===== src/verilog/rcts_pkg.sv =====
`default_nettype none
package rcts_pkg;
	// Clocking: unit clock and sequencer reference rate
	localparam int CLK_MHZ  = 200;
	localparam int REF_MHZ  = 50;
	localparam int TICK_DIV = CLK_MHZ / REF_MHZ;

	// Register byte addresses
	localparam logic [7:0] ADDR_CTRL     = 8'h00;
	localparam logic [7:0] ADDR_STATUS   = 8'h04;
	localparam logic [7:0] ADDR_INT_STAT = 8'h08;
	localparam logic [7:0] ADDR_INT_MASK = 8'h0C;
	localparam logic [7:0] ADDR_OUT_WORD = 8'h10;

	// Control register bits (write-only strobes)
	localparam int CTRL_START  = 0;
	localparam int CTRL_RESET  = 1;
	localparam int CTRL_LOADED = 2;

	// Status register bits
	localparam int STS_STOPPED = 0;
	localparam int STS_RESET_N = 1;
	localparam int STS_RUNNING = 2;
	localparam int STS_WAITING = 3;
	localparam int STS_TRIG    = 4;
	localparam int STS_HALT    = 5;

	// Interrupt event bits
	localparam int EVT_W     = 4;
	localparam int EVT_STOP  = 0;
	localparam int EVT_WAIT  = 1;
	localparam int EVT_HALT  = 2;
	localparam int EVT_START = 3;
	localparam logic [EVT_W-1:0] INT_MASK_RST = 4'h0;

	localparam int WORD_W   = 24;
	localparam int LOW_BITS = 4;
	localparam logic [WORD_W-1:0] WORD_RST = 24'h00_0000;

	typedef enum logic [2:0] {
		ST_RESET,
		ST_HALTED,
		ST_RUNNING,
		ST_WAITING,
		ST_STOPPED
	} rcts_state_type;
endpackage
`default_nettype wire


===== src/verilog/rcts_sync.sv =====
`timescale 1ns/1ps
`default_nettype none
module rcts_sync #(
	parameter logic IDLE_LVL = 1'b1
) (
	input  wire logic mclk,      // Unit clock
	input  wire logic rst_b,     // Synchronous reset, low
	input  wire logic pin_in,    // Asynchronous pin
	output logic      level_ff,  // Filtered level
	output logic      fall_ff    // One-cycle pulse on falling change
);
	logic s1_ff;
	logic s2_ff;
	logic s3_ff;
	wire  agree = (s2_ff == s3_ff);

	always_ff @(posedge mclk) begin
		if (!rst_b) begin
			s1_ff    <= IDLE_LVL;
			s2_ff    <= IDLE_LVL;
			s3_ff    <= IDLE_LVL;
			level_ff <= IDLE_LVL;
			fall_ff  <= 1'b0;
		end else begin
			s1_ff    <= pin_in;
			s2_ff    <= s1_ff;
			s3_ff    <= s2_ff;
			level_ff <= agree ? s3_ff : level_ff;
			fall_ff  <= agree & level_ff & ~s3_ff;
		end
	end
endmodule
`default_nettype wire


===== src/verilog/rcts_tick.sv =====
`timescale 1ns/1ps
`default_nettype none
module rcts_tick #(
	parameter int DIV = rcts_pkg::TICK_DIV
) (
	input  wire logic mclk,     // Unit clock
	input  wire logic rst_b,    // Synchronous reset, low
	output logic      tick_ff   // One pulse every DIV cycles
);
	localparam int CW = (DIV > 1) ? $clog2(DIV) : 1;
	localparam logic [CW-1:0] LAST = CW'(DIV - 1);
	logic [CW-1:0] cnt_ff;
	wire           wrap = (cnt_ff == LAST);

	always_ff @(posedge mclk) begin
		if (!rst_b) begin
			cnt_ff  <= '0;
			tick_ff <= 1'b0;
		end else begin
			cnt_ff  <= wrap ? '0 : cnt_ff + 1'b1;
			tick_ff <= wrap;
		end
	end
endmodule
`default_nettype wire


===== src/verilog/rcts_top.sv =====
`timescale 1ns/1ps
`default_nettype none
// What this block does
// - Stopped output high after stop reached
// - Reset output low in reset state
// - Running high only while program executes
// - Waiting high after wait until trigger
// - Active-low trigger falling edge starts idle program
// - Trigger after wait resumes next instruction
// - Trigger after stop or halt restarts
// - Active-low halt input stops execution
// - Halt while running rewinds to first instruction
// - After halt, software or trigger restarts
// - Low four word bits on dedicated outputs
// - 50 MHz reference tick divided from the 200 MHz clock
// - Word bits constant through each instruction
module rcts_top #(
	parameter int WORD_W = rcts_pkg::WORD_W
) (
	input  wire logic              mclk,                  // 200 MHz clock
	input  wire logic              rst_b,                 // Synchronous reset, low
	input  wire logic              external_start_in_n,   // Trigger pin, low active
	input  wire logic              external_halt_in_n,    // Halt pin, low active
	input  wire logic              psel,                  // APB select
	input  wire logic              penable,               // APB enable
	input  wire logic              pwrite,                // APB direction
	input  wire logic [7:0]        paddr,                 // APB byte address
	input  wire logic [31:0]       pwdata,                // APB write data
	output logic      [31:0]       prdata,                // APB read data
	output logic                   pready,                // APB ready
	output logic                   pslverr,               // APB error
	output logic                   irq,                   // Level interrupt
	input  wire logic              seq_stop_hit,          // Core reached stop
	input  wire logic              seq_wait_hit,          // Core reached wait
	input  wire logic              seq_word_load,         // Core starts new instruction
	input  wire logic [WORD_W-1:0] seq_word,              // Word of that instruction
	output logic                   seq_tick,              // 50 MHz reference enable
	output logic                   seq_run,               // Core may execute
	output logic                   seq_restart,           // Pulse: go to first instruction
	output logic                   seq_resume,            // Pulse: continue after wait
	output logic [WORD_W-1:0]      output_bits,           // Held output word
	output logic [3:0]             output_bits_low_group, // Bits 3..0 to dedicated outputs
	output logic                   status_stopped,        // High when stopped
	output logic                   status_reset_n,        // Low in reset state
	output logic                   status_running,        // High while running
	output logic                   status_waiting         // High while waiting
);
	////////////////////////////////////////////////////////////////////////////////
	// Pin synchronisers and reference tick
	logic trig_lvl;
	logic trig_fall;
	logic halt_lvl;
	logic halt_fall;

	rcts_sync #(.IDLE_LVL(1'b1)) u_trig (
		.mclk     (mclk),
		.rst_b    (rst_b),
		.pin_in   (external_start_in_n),
		.level_ff (trig_lvl),
		.fall_ff  (trig_fall)
	);

	rcts_sync #(.IDLE_LVL(1'b1)) u_halt (
		.mclk     (mclk),
		.rst_b    (rst_b),
		.pin_in   (external_halt_in_n),
		.level_ff (halt_lvl),
		.fall_ff  (halt_fall)
	);

	rcts_tick #(.DIV(rcts_pkg::TICK_DIV)) u_tick (
		.mclk    (mclk),
		.rst_b   (rst_b),
		.tick_ff (seq_tick)
	);

	////////////////////////////////////////////////////////////////////////////////
	// APB decode
	wire acc     = psel & penable & pready;
	wire wr_acc  = acc & pwrite;
	wire a_ctrl  = (paddr == rcts_pkg::ADDR_CTRL);
	wire a_stat  = (paddr == rcts_pkg::ADDR_STATUS);
	wire a_istat = (paddr == rcts_pkg::ADDR_INT_STAT);
	wire a_imask = (paddr == rcts_pkg::ADDR_INT_MASK);
	wire a_word  = (paddr == rcts_pkg::ADDR_OUT_WORD);
	wire mapped  = a_ctrl | a_stat | a_istat | a_imask | a_word;

	wire software_start_command = wr_acc & a_ctrl & pwdata[rcts_pkg::CTRL_START];
	wire software_reset_command = wr_acc & a_ctrl & pwdata[rcts_pkg::CTRL_RESET];
	wire sw_loaded              = wr_acc & a_ctrl & pwdata[rcts_pkg::CTRL_LOADED];

	////////////////////////////////////////////////////////////////////////////////
	// Run-control state machine
	rcts_pkg::rcts_state_type state_ff;
	rcts_pkg::rcts_state_type nxt_state;
	logic nxt_restart;
	logic nxt_resume;

	// Software start acts exactly like a pin edge
	wire start_evt = trig_fall | software_start_command;
	// Halt held low blocks any start
	wire halt_act  = ~halt_lvl;

	always_comb begin
		nxt_state   = state_ff;
		nxt_restart = 1'b0;
		nxt_resume  = 1'b0;
		case (state_ff)
			rcts_pkg::ST_RESET: begin
				if (sw_loaded) begin
					nxt_state = rcts_pkg::ST_HALTED;
				end
			end
			rcts_pkg::ST_RUNNING: begin
				if (halt_act || software_reset_command) begin
					nxt_state   = rcts_pkg::ST_HALTED;
					nxt_restart = 1'b1;
				end else if (seq_stop_hit) begin
					nxt_state = rcts_pkg::ST_STOPPED;
				end else if (seq_wait_hit) begin
					nxt_state = rcts_pkg::ST_WAITING;
				end
			end
			rcts_pkg::ST_WAITING: begin
				if (halt_act || software_reset_command) begin
					nxt_state   = rcts_pkg::ST_HALTED;
					nxt_restart = 1'b1;
				end else if (start_evt) begin
					nxt_state  = rcts_pkg::ST_RUNNING;
					nxt_resume = 1'b1;
				end
			end
			default: begin
				// Halted or stopped: next start runs from the top
				if (halt_act || software_reset_command) begin
					nxt_state   = rcts_pkg::ST_HALTED;
					nxt_restart = (state_ff == rcts_pkg::ST_STOPPED);
				end else if (start_evt) begin
					nxt_state   = rcts_pkg::ST_RUNNING;
					nxt_restart = 1'b1;
				end
			end
		endcase
	end

	// Flags follow the next state so they line up with state_ff
	wire nxt_stopped = (nxt_state == rcts_pkg::ST_STOPPED);
	wire nxt_reset_n = (nxt_state != rcts_pkg::ST_RESET);
	wire nxt_running = (nxt_state == rcts_pkg::ST_RUNNING);
	wire nxt_waiting = (nxt_state == rcts_pkg::ST_WAITING);

	always_ff @(posedge mclk) begin
		if (!rst_b) begin
			state_ff       <= rcts_pkg::ST_RESET;
			seq_restart    <= 1'b0;
			seq_resume     <= 1'b0;
			seq_run        <= 1'b0;
			status_stopped <= 1'b0;
			status_reset_n <= 1'b0;
			status_running <= 1'b0;
			status_waiting <= 1'b0;
		end else begin
			state_ff       <= nxt_state;
			seq_restart    <= nxt_restart;
			seq_resume     <= nxt_resume;
			seq_run        <= nxt_running;
			status_stopped <= nxt_stopped;
			status_reset_n <= nxt_reset_n;
			status_running <= nxt_running;
			status_waiting <= nxt_waiting;
		end
	end

	////////////////////////////////////////////////////////////////////////////////
	// Output word hold
	// Captured only at instruction start so bits cannot glitch mid-instruction
	always_ff @(posedge mclk) begin
		if (!rst_b) begin
			output_bits           <= rcts_pkg::WORD_RST;
			output_bits_low_group <= 4'h0;
		end else if (seq_word_load) begin
			output_bits           <= seq_word;
			output_bits_low_group <= seq_word[rcts_pkg::LOW_BITS-1:0];
		end
	end

	////////////////////////////////////////////////////////////////////////////////
	// Interrupt status and mask
	logic [rcts_pkg::EVT_W-1:0] int_stat_ff;
	logic [rcts_pkg::EVT_W-1:0] int_mask_ff;
	wire  [rcts_pkg::EVT_W-1:0] evt = {start_evt, halt_fall,
		nxt_waiting & ~status_waiting, nxt_stopped & ~status_stopped};
	wire  [rcts_pkg::EVT_W-1:0] w1c = (wr_acc & a_istat) ? pwdata[rcts_pkg::EVT_W-1:0] : '0;
	// New events win over a same-cycle clear
	wire  [rcts_pkg::EVT_W-1:0] nxt_int_stat = (int_stat_ff & ~w1c) | evt;
	// Mask written in this access already counts, so irq never lags it
	wire  [rcts_pkg::EVT_W-1:0] nxt_int_mask = (wr_acc & a_imask) ?
		pwdata[rcts_pkg::EVT_W-1:0] : int_mask_ff;
	wire  nxt_irq = |(nxt_int_stat & nxt_int_mask);

	always_ff @(posedge mclk) begin
		if (!rst_b) begin
			int_stat_ff <= '0;
			int_mask_ff <= rcts_pkg::INT_MASK_RST;
			irq         <= 1'b0;
		end else begin
			int_stat_ff <= nxt_int_stat;
			int_mask_ff <= nxt_int_mask;
			irq         <= nxt_irq;
		end
	end

	////////////////////////////////////////////////////////////////////////////////
	// APB answer: one wait state, read data registered with ready
	wire [31:0] stat_word = {26'h000_0000, halt_lvl, trig_lvl, status_waiting,
		status_running, status_reset_n, status_stopped};
	wire [31:0] rd_mux = a_stat  ? stat_word :
	                     a_istat ? {28'h000_0000, int_stat_ff} :
	                     a_imask ? {28'h000_0000, int_mask_ff} :
	                     a_word  ? 32'(output_bits) : 32'h0000_0000;
	wire nxt_pready = psel & penable & ~pready;

	always_ff @(posedge mclk) begin
		if (!rst_b) begin
			pready  <= 1'b0;
			pslverr <= 1'b0;
			prdata  <= 32'h0000_0000;
		end else begin
			pready  <= nxt_pready;
			pslverr <= nxt_pready & ~mapped;
			prdata  <= (nxt_pready & ~pwrite) ? rd_mux : 32'h0000_0000;
		end
	end
endmodule
`default_nettype wire


===== config.mk =====
export PLATFORM = sky130hd
export DESIGN_NAME = rcts_top
export DESIGN_NICKNAME = d
export VERILOG_FILES = /design/src/verilog/rcts_pkg.sv /design/src/verilog/rcts_sync.sv /design/src/verilog/rcts_tick.sv /design/src/verilog/rcts_top.sv
export SDC_FILE = /design/constraint.sdc
export NUM_CORES = 1
export LEC_CHECK = 0
export BUFFER_PORTS_ARGS = -buffer_cell sky130_fd_sc_hd__buf_2
export CAP_MARGIN = 40
export CORE_MARGIN = 5
export CORE_UTILIZATION = 41
export CTS_CLUSTER_DIAMETER = 200
export DETAILED_ROUTE_END_ITERATION = 6
export PLACE_DENSITY = 0.74
export SYNTH_ARGS = -nofsm -noshare
export SYNTH_HDL_FRONTEND = slang
export SYNTH_HIERARCHICAL = 1
export SYNTH_SLANG_ARGS = --single-unit

===== constraint.sdc =====
create_clock -name mclk -period 3.7 [get_ports mclk]
set_input_delay 0.925 -clock mclk [delete_from_list [all_inputs] [get_ports mclk]]
set_output_delay 0.925 -clock mclk [all_outputs]
set_load 0.02 [all_outputs]

==> results.sh <==
export IMPL_outcome="finished clean"
export IMPL_cts_max_path_buffers=2
export IMPL_clockRootBuffer="clkbuf_8"
export IMPL_fin_setup_tns_ps=0
export IMPL_fmax_mhz=373
export IMPL_tightest_slew_ps=726
export IMPL_detail_route_antenna_nets=0
export IMPL_relSlewSlack_pct=51.2
export IMPL_p_per_area_mw_per_mm2=452
export IMPL_drtIter0Drc=83
export IMPL_p_sw_share_pct=23.7
export IMPL_path_clk_slew_ps=90
export IMPL_final_hold_viol_count=0
export IMPL_worstPathMaxFanout=6
export IMPL_drive_gt1_share_pct=35.3
export IMPL_period_share_pct=72.4
export IMPL_ys_seq_area_share_pct=51.6
export IMPL_power_frac_clock_pct=40.5
export IMPL_clock_skew_ps=13.5
export IMPL_leakagePower_uw=0.00192
export IMPL_cts_resized=0
export IMPL_portBuffers=108
export IMPL_start_util_pct=41.3
export IMPL_numCtsBuffers=9
export IMPL_internal_power_uw=1350
export IMPL_async_reset_ff_share_pct=0
export IMPL_yosys_warnings=6
export IMPL_slew_viol_final=0
export IMPL_min_period_ps=2680
export IMPL_cp_end_kind="flip-flop"
export IMPL_r2r_end="irq"
export IMPL_holdBufCountCts=0
export IMPL_r2r_start="pready"
export IMPL_wl_um=7470
export IMPL_core_sq_mm=0.00761
export IMPL_holdPathEnd="u_trig/s2_ff"
export IMPL_crit_required_ps=3940
export IMPL_io_pins=145
export IMPL_peakVddDrop_mv=0.190
export IMPL_whs_path_depth=1
export IMPL_post_cts_buffers=0
export IMPL_htree_num_levels=3
export IMPL_grt_pass1_wl_um=11900
export IMPL_dr_total_vias=2520
export IMPL_reg2reg_slack_ps=1540
export IMPL_worstSetupPathType="in2reg"
export IMPL_ys_flop_type="dfxtp_1"
export IMPL_fp_row_count=32
export IMPL_dieHeight_um=97.5
export IMPL_layout_common_cells="108 x buf_2, 81 x dfxtp_1, 42 x nor2_1"
export IMPL_grt_overflow=0
export IMPL_die_x_um=97.5
export IMPL_vias_per_cell=4.91
export IMPL_final_common_cell="buf_2"
export IMPL_num_antenna_cells=0
export IMPL_syn_area_sq_mm=0.00314
export IMPL_synth_edf_count=0
export IMPL_dieArea_sq_mm=0.00951
export IMPL_wire_per_inst_um=14.6
export IMPL_ys_types=51
export IMPL_power_frac_seq_pct=51.2
export IMPL_p_switching_uw=420
export IMPL_first_pass_iters=4
export IMPL_tritoncts="done"
export IMPL_rsz0062_at_grt="no"
export IMPL_dp_hpwl_um=5730
export IMPL_grt_max_degree=26
export IMPL_crit_arrival_ps=2920
export IMPL_fillers=700
export IMPL_grt_pass1_vias=2498
export IMPL_cts_sinks=81
export IMPL_setup_violations=0
export IMPL_post_synth_cell_area_avg_sq_um=10.4
export IMPL_nets=481
export IMPL_dp_cells=497
export IMPL_syn_to_final_growth_pct=24.8
export IMPL_drc=0
export IMPL_ff2ff_path_depth=6
export IMPL_synth_seq_cells=81
export IMPL_final_cells=513
export IMPL_grt_util_all_layers_pct=15.3
export IMPL_antenna_found_initial=0
export IMPL_max_cap_viol_count=0
export IMPL_min_path_type="reg2reg"
export IMPL_hp_start="u_trig/s1_ff"
export IMPL_start_kind="input pin"
export IMPL_combPwrFrac_pct=8.3
export IMPL_gp_congestion=0.884
export IMPL_syn_inst=303
export IMPL_clock_latency_ps=350
## flip-flops by register name, summed over array words and instances, names as in the netlist, 2 cells and up
signal         cells
int_stat_ff        4
state_ff           3
u_tick/cnt_ff      2
int_mask_ff        4
output_bits       24
prdata            24
## cell families (layout without fill, tap and decap cells)
family,after synthesis,after routing,synth area share (%)
adders and majority gates,1,1,0.398
DFF,81,81,51.6
and+or+nand+nor,128,128,24.6
buffers and inverters,30,131,5.54
muxes,32,32,10.4
other,1,8,0.119
AOI/OAI and AO/OA,30,30,7.33
## power groups by stage
stage               Combinational, uW  Sequential (uW)  Clock, uW
global route                      159              912        773
finish                            146              908        718
detailed placement                147              929          0
floorplan                        76.5              947          0
global placement                  144              928          0
CTS                               147              908        742
## synthesized netlist by cell type, types with 3 or more instances
| cell type | count | area [sq um] |
|---|---|---|
| a22o_1 | 4 | 35.0 |
| a22oi_1 | 6 | 45.0 |
| a31oi_1 | 3 | 18.8 |
| a32oi_1 | 4 | 35.0 |
| and2_1 | 20 | 125 |
| and3_1 | 4 | 25.0 |
| buf_4 | 14 | 105 |
| clkbuf_1 | 7 | 26.3 |
| dfxtp_1 | 81 | 1620 |
| inv_1 | 5 | 18.8 |
| mux2_2 | 4 | 45.0 |
| mux2i_1 | 28 | 280 |
| nand2_1 | 14 | 52.6 |
| nand2b_1 | 7 | 43.8 |
| nand4_1 | 5 | 31.3 |
| nor2_1 | 42 | 158 |
| nor2b_1 | 4 | 25.0 |
| nor3_1 | 5 | 25.0 |
| nor3b_2 | 3 | 37.5 |
## metrics by stage
step / hold slack (ps) / area (sq um) / power [uW] / util, % / setup WS [ps]
6_report: 415 / 3920 / 1770 / 51.5 / 1020
5_1_grt: 455 / 3920 / 1840 / 51.5 / 972
4_1_cts: 419 / 3920 / 1800 / 51.5 / 1040
3_5_place_dp: 399 / 3690 / 1080 / 48.6 / 707
3_3_place_gp: 394 / 3690 / 1070 / 48.6 / 669
2_1_floorplan: 386 / 3170 / 1020 / - / 1110
## critical path, stage by stage
cell,delay (ps)
buf_2,100
nor3_1,540
a41oi_1,300
a32oi_1,380
nor2_1,150
and3_1,190
a221o_1,330
## final cells by class
type / count / area (sq um) / area share [%]
clock inverter: 6 / 87.6 / 2.23
sequential: 81 / 1620 / 41.4
clock buffer: 10 / 138 / 3.51
timing repair buffer: 110 / 556 / 14.2
multi-input combinational: 199 / 1370 / 35.0
inverter: 5 / 18.8 / 0.479
tap: 102 / 128 / 3.26
## worst max path at each step
stage	startpoint	to	cells after the start
floorplan	paddr[2]	irq	7
global placement	paddr[1]	irq	7
detailed placement	paddr[1]	irq	7
CTS	paddr[1]	irq	7
global route	paddr[1]	irq	7
finish	paddr[1]	irq	7
## per-layer routing
metal	track usage, %	part of all wire, %	vias to the layer above	wire length (um)
li1	-	-	1236	-
met1	19.4	46	1160	3440
met2	24.8	46	113	3420
met3	3.88	7.3	11	545
met4	6.50	0.94	0	70
met5	0	0	-	0
No activity file was read; power rests on OpenSTA's default activity.
